===== src/core/pwc_regs.svh =====
// register offsets, field positions, reset values and timing counts
// assumes a 100 MHz system clock
`ifndef PWC_REGS_SVH
`define PWC_REGS_SVH

// ============================================================
// offsets
`define PWC_OFS_PIN1_CONFIG 8'h09
`define PWC_OFS_CHIP_VARIANT_ID 8'h10
`define PWC_OFS_WD_CONFIG 8'h17

// ============================================================
// pin1_config fields
`define PWC_PIN_DIR_BIT 0
`define PWC_PIN_DI_BIT 1
`define PWC_PIN_DRV_BIT 2
`define PWC_PIN_DO_BIT 3
`define PWC_PIN_FILT_BIT 4
`define PWC_PIN_ALT_BIT 5
`define PWC_PIN_RSVD_LSB 6

// ============================================================
// wd_config fields
`define PWC_WD_LOCK_BIT 0
`define PWC_WD_EN_BIT 1
`define PWC_WD_FEED_BIT 2
`define PWC_WD_ACT_BIT 3
`define PWC_WD_PER_LSB 4
`define PWC_WD_RSVD_LSB 6

// ============================================================
// reset values
`define PWC_RST_DIR 1'b1
`define PWC_RST_WD_PER 2'h3

// ============================================================
// timing
`define PWC_CLK_MHZ 100
`define PWC_TICK_US 1000
`define PWC_DEB_MS 30
`define PWC_WD_BASE_S 16
`define PWC_TICK_CYCLES (`PWC_TICK_US * `PWC_CLK_MHZ)
`define PWC_DEB_TICKS (`PWC_DEB_MS * 1000 / `PWC_TICK_US)
`define PWC_WD_BASE_TICKS (`PWC_WD_BASE_S * 1000000 / `PWC_TICK_US)

`endif


===== src/core/pwc_pkg.sv =====
// types shared by the pin and watchdog configuration block
// assumes pwc_regs.svh supplies the numeric constants
package pwc_pkg;

    // ============================================================
    // watchdog states, gray along idle -> run -> fire
    typedef enum logic [1:0]
    {
        PWC_WD_IDLE = 2'h0,
        PWC_WD_RUN = 2'h1,
        PWC_WD_FIRE = 2'h3
    } pwc_wd_state_t;

endpackage


===== src/core/pwc_wd_if.sv =====
// carrier between the register bank and the watchdog timer
// assumes both ends share sys_clk_in
`timescale 1ns/1ps

interface pwc_wd_if;
    logic tick;
    logic enable;
    logic [1:0] period;
    logic feed;
    logic expire;

    modport ctrl
    (
        output tick,
        output enable,
        output period,
        output feed,
        input expire
    );

    modport timer
    (
        input tick,
        input enable,
        input period,
        input feed,
        output expire
    );
endinterface


===== src/core/pwc_pin_cfg.sv =====
// pin, chip variant and watchdog configuration register bank
// assumes a synchronous register port from the serial bus decoder,
// synchronous pin input and factory straps steady around reset
//
// Functional notes
// - direction 0 drives the pin, 1 makes it input; input after reset
// - output drive open-drain when drive type 0, push-pull when 1
// - output value 0 drives low; 1 drives high or releases (open-drain)
// - in input configuration output value and drive type are ignored
// - input value bit shows the sensed pin level, the debounced level when filter enable is set
// - filter enable applies a 30 ms debounce to the pin input
// - alternate select hands pin to sequencer, active high; factory reset
// - read-only 5-bit chip variant code naming the factory set
// - feed reloads watchdog; period 16 to 128 s doubling, 0b11 at reset
// - expiry powers off when action is 0, power reset when 1
// - enabled watchdog runs and expires unless fed; disabled stops
// - lock bit set lets enable be set but never cleared
`timescale 1ns/1ps
`include "pwc_regs.svh"

module pwc_pin_cfg
    import pwc_pkg::*;
#(
    parameter int TICK_CYCLES = `PWC_TICK_CYCLES,
    parameter int DEB_TICKS = `PWC_DEB_TICKS,
    parameter int WD_BASE_TICKS = `PWC_WD_BASE_TICKS
)
(
    // clock and reset
    input wire logic sys_clk_in,
    input wire logic sys_rst_in,
    // register port
    input wire logic reg_wr_in,
    input wire logic reg_rd_in,
    input wire logic [7:0] reg_addr_in,
    input wire logic [7:0] reg_wdata_in,
    output logic [7:0] reg_rdata_out,
    // factory straps
    input wire logic otp_alt_in,
    input wire logic [4:0] otp_variant_in,
    input wire logic otp_wd_en_in,
    input wire logic otp_wd_lock_in,
    // general_pin_one
    input wire logic pin_in,
    output logic pin_out,
    output logic pin_oe_out,
    input wire logic seq_level_in,
    // watchdog actions
    output logic wd_power_off_out,
    output logic wd_power_reset_out
);
    localparam int TW = $clog2(TICK_CYCLES + 1);
    localparam int DW = $clog2(DEB_TICKS + 1);

    typedef struct packed
    {
        logic [1:0] p_rsvd;
        logic alt;
        logic filt_en;
        logic out_val;
        logic drv;
        logic dir;
        logic [1:0] w_rsvd;
        logic [1:0] per;
        logic act;
        logic feed;
        logic en;
        logic lock;
        logic [4:0] variant;
        logic loaded;
        logic filt_q;
        logic [DW-1:0] deb_cnt;
        logic [TW-1:0] tick_cnt;
        logic tick;
        logic [7:0] rdata;
        logic pin_o;
        logic pin_oe;
        logic pwr_off;
        logic pwr_rst;
    } pwc_bank_t;

    pwc_bank_t r, nxt;
    pwc_wd_if wd_bus();

    logic wr_pin;
    logic wr_wd;

    assign wr_pin = reg_wr_in && reg_addr_in == `PWC_OFS_PIN1_CONFIG;
    assign wr_wd = reg_wr_in && reg_addr_in == `PWC_OFS_WD_CONFIG;

    assign wd_bus.tick = r.tick;
    assign wd_bus.enable = r.en;
    assign wd_bus.period = r.per;
    assign wd_bus.feed = r.feed;

    pwc_watchdog #(
        .BASE_TICKS(WD_BASE_TICKS)
    ) u_wd (
        .sys_clk_in(sys_clk_in),
        .sys_rst_in(sys_rst_in),
        .wd(wd_bus.timer)
    );

    always_comb
    begin
        nxt = r;
        // ============================================================
        // millisecond tick shared by debounce and watchdog
        nxt.tick = 1'b0;
        if (r.tick_cnt == TW'(TICK_CYCLES - 1))
        begin
            nxt.tick_cnt = '0;
            nxt.tick = 1'b1;
        end
        else
        begin
            nxt.tick_cnt = r.tick_cnt + TW'(1);
        end

        // ============================================================
        // straps are caught one cycle after reset release
        if (!r.loaded)
        begin
            nxt.loaded = 1'b1;
            // factory reset value of alternate select
            nxt.alt = otp_alt_in;
            // variant code latched from the factory set
            nxt.variant = otp_variant_in;
            nxt.en = otp_wd_en_in;
            nxt.lock = otp_wd_lock_in;
        end

        // ============================================================
        // register writes
        if (wr_pin)
        begin
            nxt.p_rsvd = reg_wdata_in[`PWC_PIN_RSVD_LSB +: 2];
            nxt.alt = reg_wdata_in[`PWC_PIN_ALT_BIT];
            nxt.filt_en = reg_wdata_in[`PWC_PIN_FILT_BIT];
            nxt.out_val = reg_wdata_in[`PWC_PIN_DO_BIT];
            nxt.drv = reg_wdata_in[`PWC_PIN_DRV_BIT];
            nxt.dir = reg_wdata_in[`PWC_PIN_DIR_BIT];
        end
        // feed lasts one cycle, consumed by the timer
        nxt.feed = 1'b0;
        if (wr_wd)
        begin
            nxt.w_rsvd = reg_wdata_in[`PWC_WD_RSVD_LSB +: 2];
            nxt.per = reg_wdata_in[`PWC_WD_PER_LSB +: 2];
            nxt.act = reg_wdata_in[`PWC_WD_ACT_BIT];
            nxt.feed = reg_wdata_in[`PWC_WD_FEED_BIT];
            nxt.en = reg_wdata_in[`PWC_WD_EN_BIT] | (r.lock & r.en);
        end

        // ============================================================
        // input debounce
        // bypass when clear, 30 ms steady level when set
        if (!r.filt_en)
        begin
            nxt.filt_q = pin_in;
            nxt.deb_cnt = '0;
        end
        else if (pin_in == r.filt_q)
        begin
            nxt.deb_cnt = '0;
        end
        else if (r.tick)
        begin
            if (r.deb_cnt >= DW'(DEB_TICKS - 1))
            begin
                nxt.filt_q = pin_in;
                nxt.deb_cnt = '0;
            end
            else
            begin
                nxt.deb_cnt = r.deb_cnt + DW'(1);
            end
        end

        // ============================================================
        // pin drive
        if (r.alt)
        begin
            // sequencer owns the pin, active-high push-pull
            nxt.pin_oe = 1'b1;
            nxt.pin_o = seq_level_in;
        end
        else if (r.dir)
        begin
            // input: value and drive type have no effect
            nxt.pin_oe = 1'b0;
            nxt.pin_o = 1'b0;
        end
        else
        begin
            nxt.pin_oe = r.drv | ~r.out_val;
            nxt.pin_o = r.out_val;
        end

        // ============================================================
        // watchdog action
        // expiry action chooses power-off or power reset
        nxt.pwr_off = wd_bus.expire & ~r.act;
        nxt.pwr_rst = wd_bus.expire & r.act;

        // ============================================================
        // read data, reserved bits of the id register read zero
        nxt.rdata = r.rdata;
        if (reg_rd_in)
        begin
            unique case (reg_addr_in)
                `PWC_OFS_PIN1_CONFIG:
                begin
                    nxt.rdata = {r.p_rsvd, r.alt, r.filt_en, r.out_val,
                                 r.drv, r.filt_q, r.dir};
                end
                `PWC_OFS_CHIP_VARIANT_ID:
                begin
                    nxt.rdata = {3'h0, r.variant};
                end
                `PWC_OFS_WD_CONFIG:
                begin
                    nxt.rdata = {r.w_rsvd, r.per, r.act, r.feed, r.en,
                                 r.lock};
                end
                default:
                begin
                    nxt.rdata = 8'h00;
                end
            endcase
        end
    end

    always_ff @(posedge sys_clk_in)
    begin
        if (sys_rst_in)
        begin
            r <= '0;
            r.dir <= `PWC_RST_DIR;
            r.per <= `PWC_RST_WD_PER;
        end
        else
        begin
            r <= nxt;
        end
    end

    assign reg_rdata_out = r.rdata;
    assign pin_out = r.pin_o;
    assign pin_oe_out = r.pin_oe;
    assign wd_power_off_out = r.pwr_off;
    assign wd_power_reset_out = r.pwr_rst;
endmodule


===== src/core/pwc_watchdog.sv =====
// watchdog down-counter in millisecond ticks
// assumes tick is a one-cycle enable from the bank's divider
`timescale 1ns/1ps
`include "pwc_regs.svh"

module pwc_watchdog
    import pwc_pkg::*;
#(
    parameter int BASE_TICKS = `PWC_WD_BASE_TICKS
)
(
    // clock and reset
    input wire logic sys_clk_in,
    input wire logic sys_rst_in,
    // control side
    pwc_wd_if.timer wd
);
    localparam int CW = $clog2(BASE_TICKS * 8 + 1);

    typedef struct packed
    {
        pwc_wd_state_t st;
        logic [CW-1:0] cnt;
        logic [1:0] per;
        logic expire;
    } pwc_wd_s_t;

    pwc_wd_s_t r, nxt;
    logic [CW-1:0] load_val;

    assign load_val = CW'(BASE_TICKS) << wd.period;
    assign wd.expire = r.expire;

    always_comb
    begin
        nxt = r;
        nxt.expire = 1'b0;
        nxt.per = wd.period;
        unique case (r.st)
            PWC_WD_IDLE:
            begin
                nxt.cnt = load_val;
                if (wd.enable)
                begin
                    nxt.st = PWC_WD_RUN;
                end
            end
            PWC_WD_RUN:
            begin
                if (!wd.enable)
                begin
                    nxt.st = PWC_WD_IDLE;
                end
                // feed reloads period; period change also reloads
                else if (wd.feed || wd.period != r.per)
                begin
                    nxt.cnt = load_val;
                end
                else if (wd.tick)
                begin
                    if (r.cnt <= CW'(1))
                    begin
                        nxt.st = PWC_WD_FIRE;
                    end
                    else
                    begin
                        nxt.cnt = r.cnt - CW'(1);
                    end
                end
            end
            PWC_WD_FIRE:
            begin
                nxt.expire = 1'b1;
                nxt.cnt = load_val;
                nxt.st = PWC_WD_RUN;
            end
            default:
            begin
                nxt.st = PWC_WD_IDLE;
            end
        endcase
    end

    always_ff @(posedge sys_clk_in)
    begin
        if (sys_rst_in)
        begin
            r <= '{st: PWC_WD_IDLE, cnt: '0, per: `PWC_RST_WD_PER,
                   expire: 1'b0};
        end
        else
        begin
            r <= nxt;
        end
    end
endmodule


===== config.mk =====
export PLATFORM = sky130hd
export DESIGN_NAME = pwc_pin_cfg
export DESIGN_NICKNAME = d
export VERILOG_FILES = /design/src/core/pwc_pkg.sv /design/src/core/pwc_wd_if.sv /design/src/core/pwc_pin_cfg.sv /design/src/core/pwc_watchdog.sv
export VERILOG_INCLUDE_DIRS = /design/src /design/src/core
export SDC_FILE = /design/constraint.sdc
export NUM_CORES = 1
export LEC_CHECK = 0
export ABC_CLOCK_PERIOD_IN_PS = 1800
export BUFFER_PORTS_ARGS = -buffer_cell sky130_fd_sc_hd__buf_4
export CAP_MARGIN = 20
export CORE_MARGIN = 3
export CORE_UTILIZATION = 35
export CTS_CLUSTER_SIZE = 24
export DETAILED_ROUTE_END_ITERATION = 8
export GPL_ROUTABILITY_DRIVEN = 1
export PLACE_DENSITY = 0.54
export SLEW_MARGIN = 40
export SYNTH_ARGS = -nofsm -noshare
export SYNTH_HDL_FRONTEND = slang
export SYNTH_SLANG_ARGS = --single-unit

===== constraint.sdc =====
create_clock -name sys_clk_in -period 1.8 [get_ports sys_clk_in]
set_input_delay 0.36 -clock sys_clk_in [delete_from_list [all_inputs] [get_ports sys_clk_in]]
set_output_delay 0.36 -clock sys_clk_in [all_outputs]
set_load 0.005 [all_outputs]

==> out/metrics.yaml <==
outcome:
  status: "finished, violations left"
  violations: "setup timing"
placement:
  dpl.hpwl_um: 7132
  dpl_worst_slack_ns: -0.1626
  dp_cells: 647
  numPortBuffers: 41
  gp_congestion: 0.8240
logic_synthesis:
  syn_area_um2: 3822
  ys_ff_latch: 79
  yosysTopAreaCellShare_pct: 41.37
  avgSynthCellArea_um2: 8.687
  async_reset_ff_share_pct: 0
  synth_cell_types: 62
  ys_top_cells_by_area: "dfxtp_1 41%, nor2_1 5.3%, a21oi_1 4.1%"
  postSynthCellCount: 440
  synthFlopType: "dfxtp_1"
  syn_nets: 479
  yosysWarnings: 0
  synth_edf_count: 0
  ys_seq_area_share_pct: 41.37
  yosysTopAreaCell: "dfxtp_1"
final_layout:
  fin_nets: 575
  multiInputGateArea_um2: 2205
  final_common_cell: "buf_4"
  seqCellArea_um2: 1588
  fillers: 1031
  area_growth_pct: 34.99
  mostFrequentLayoutCells: "109 x buf_4, 76 x dfxtp_1, 54 x nor2_1"
  fin_cells: 677
  post-route-util_pct: 49.32
  layout-drive-gt1-share_pct: 33.09
  diodes: 0
setup_path:
  required_ns: 2.06
  r2r_start: "u_wd.r[13]"
  critPathMaxStageDelay_ns: 0.58
  crit_chain: "or4_4 > nor2_4 > a211o_1 > buf_12 > buf_8 > a2111oi_2 > a31o_2"
  r2r_cells: 7
  crit_slowest_cell: "or4_4"
  arrival_ns: 2.18
  path_class: "reg -> reg"
  start_kind: "flop"
  r2r_slack_ns: -0.13
  cp_max_fo: 8
  worst_r2r_endpoint: "u_wd.r[13]"
  cp-end-kind: "flop"
clocking:
  htreeDepth: 3
  cts-root-buf: "clkbuf_8"
  clk_path_buf_depth: 2
  clkLatencyLatePin_ns: 0.36
  cts_sinks: 79
  cts_buffers: 9
  cts.reportedPaths.clkPinSlew_ns: 0.09
  cts_tree: "built"
pwr:
  powerDensity_nw_per_um2: 1454
  seqPwrFrac_pct: 28.0
  p_clk_share_pct: 19.6
  p_switching_mw: 2.772
  p_int_mw: 4.731
  vdd_drop_max_uv: 879.5
  power_frac_comb_pct: 52.4
  p_total_mw: 7.503
  p_leak_nw: 2.068
  sw_frac_of_total_pct: 36.94
timing:
  relSlewSlack_pct: 54.55
  hold_viol: 0
  worstMarginPinSlew_ns: 0.6760
  rsz0062_at_grt: "yes"
  finalMaxSlewViolations: 0
  tns_ns: -1.181
  setup_ws_ns: -0.1260
  skew_ns: 0.01466
  setup_viol: 17
  fmax_mhz: 519.2
  fin_crit_sh_pct: 107.0
  min_period_ns: 1.926
grt:
  grt.overflow.total: 0
  grt_max_degree: 25
  grt_use_total_pct: 17.42
  grt_pass1_vias: 3603
  grt_antenna_before_repair: 0
  grt_first_pass_wirelength_um: 17770
detailed_routing:
  vias_per_cell: 5.225
  vias: 3537
  detail-route-antenna-nets: 0
  drt_iter0_markers: 178
  dr.pass1.iters: 4
  drc_errors: 0
  avgRoutedWirePerCell_um: 15.18
  drt_wl_total_um: 10280
floorplanning:
  pin_count: 42
  die_y_um: 110.5
  core-area_um2: 10460
  die_w_um: 110.5
  initial_core_util_pct: 36.53
  die-area_um2: 12210
  rows: 37
worst_hold_path:
  min_from: "otp_variant_in[0]"
  hold_path.class: "in -> reg"
  hold_path_end: "r[37]"
  hold_path_depth: 3
job:
  max_cap_violations: 0
==> cells in the mapped netlist, types with 3 or more instances <==
cell       count
o31ai_1        3
nor3_1        12
or4_1          3
nor2_2         3
a221oi_1       3
nand4_1        9
xor2_1        13
a222oi_1       5
inv_1         13
o32ai_1        5
o21ai_0        4
nand2_1       32
nor4_1         5
buf_2          3
o22ai_1        3
and3_1         7
a21oi_1       31
a211oi_1       8
ha_1           9
o221a_2        3
clkbuf_1      15
buf_4          9
nor2_1        54
a21o_1         3
xnor2_1        9
nand3_1       28
dfxtp_1       79
nor3b_1        5
mux2i_1        9
buf_1          4
a2bb2oi_1      6
or3_1          6
==> critical path, delay by kind of cell (launching register included) <==
family,cells,cell delay [ns]
compound gates,3,0.48
buf+inv,2,0.27
flops,1,0.32
simple gates,2,0.76
==> worst max path at each step <==
stage          slack (ns)  cells after the start         end  startpoint
6_report            -0.13                      7  u_wd.r[13]  u_wd.r[13]
5_1_grt             -0.18                     10  u_wd.r[10]   u_wd.r[4]
4_1_cts             -0.14                      7  u_wd.r[13]   u_wd.r[8]
3_5_place_dp        -0.16                      6  u_wd.r[16]  u_wd.r[20]
3_3_place_gp        -0.16                      6  u_wd.r[16]  u_wd.r[20]
2_1_floorplan       -0.04                      5  u_wd.r[20]   u_wd.r[8]
==> area by class of cell <==
cell class | instances | share of cell area (%)
clock buffers | 10 | 2.473
clock inverters | 6 | 1.770
inverters | 13 | 0.9457
multi-input cells | 316 | 42.73
flip-flops and latches | 79 | 30.77
well taps | 136 | 3.298
repair buffers | 117 | 18.02
==> registers in the layout, indices dropped and copies added, names as in the netlist <==
name,cells
reg_rdata_out,8
u_wd.wd.expire,1
r,40
wd_bus.feed,1
u_wd.r,21
wd_bus.period,2
wd_bus.enable,1
wd_power_reset_out,1
wd_bus.tick,1
pin_oe_out,1
pin_out,1
wd_power_off_out,1
==> stage by stage <==
| step | hold WS (ns) | area [um2] |
|---|---|---|
| detailed placement | 0.4422 | 4667 |
| CTS | 0.2015 | 5085 |
| global route | 0.2187 | 5160 |
| global placement | 0.4301 | 4667 |
| finish | 0.2206 | 5160 |
| floorplan | 0.4175 | 3874 |
==> per-layer routing <==
layer / track usage [%] / vias up / share of wire (%)
met3: 4.767 / 10 / 3.0
met5: 0 / - / 0
met2: 28.03 / 68 / 48
met4: 5.419 / 0 / 1.4
met1: 22.72 / 1673 / 48
li1: - / 1786 / -
==> what timing repair did <==
item                       CTS  global route
gates resized for setup     31             7
hold buffers                 0             0
buffers inserted            10             5
setup endpoints to repair   18            20
pin swaps                   17             9
==> cells by family (layout without fill, tap and decap cells) <==
family	Yosys count	in the layout	synth area share [%]
multiplexers	10	10	2.651
adder cells (fa/ha/maj)	9	9	2.946
XOR/XNOR	22	22	5.041
AO/OA/AOI/OAI	92	92	17.61
AND/OR/NAND/NOR	183	183	24.78
buffers and inverters	45	146	5.597
flip-flops	79	79	41.37
==> power groups by stage <==
stage               sequential (mW)  clock, mW  combinational, mW
floorplan                      2.14          0               1.88
global placement               2.13          0               3.15
detailed placement             2.13          0               3.19
CTS                            2.10       1.52               3.71
global route                   2.12       1.60               4.23
finish                         2.10       1.47               3.93
Power figures use the tool's default switching activity.
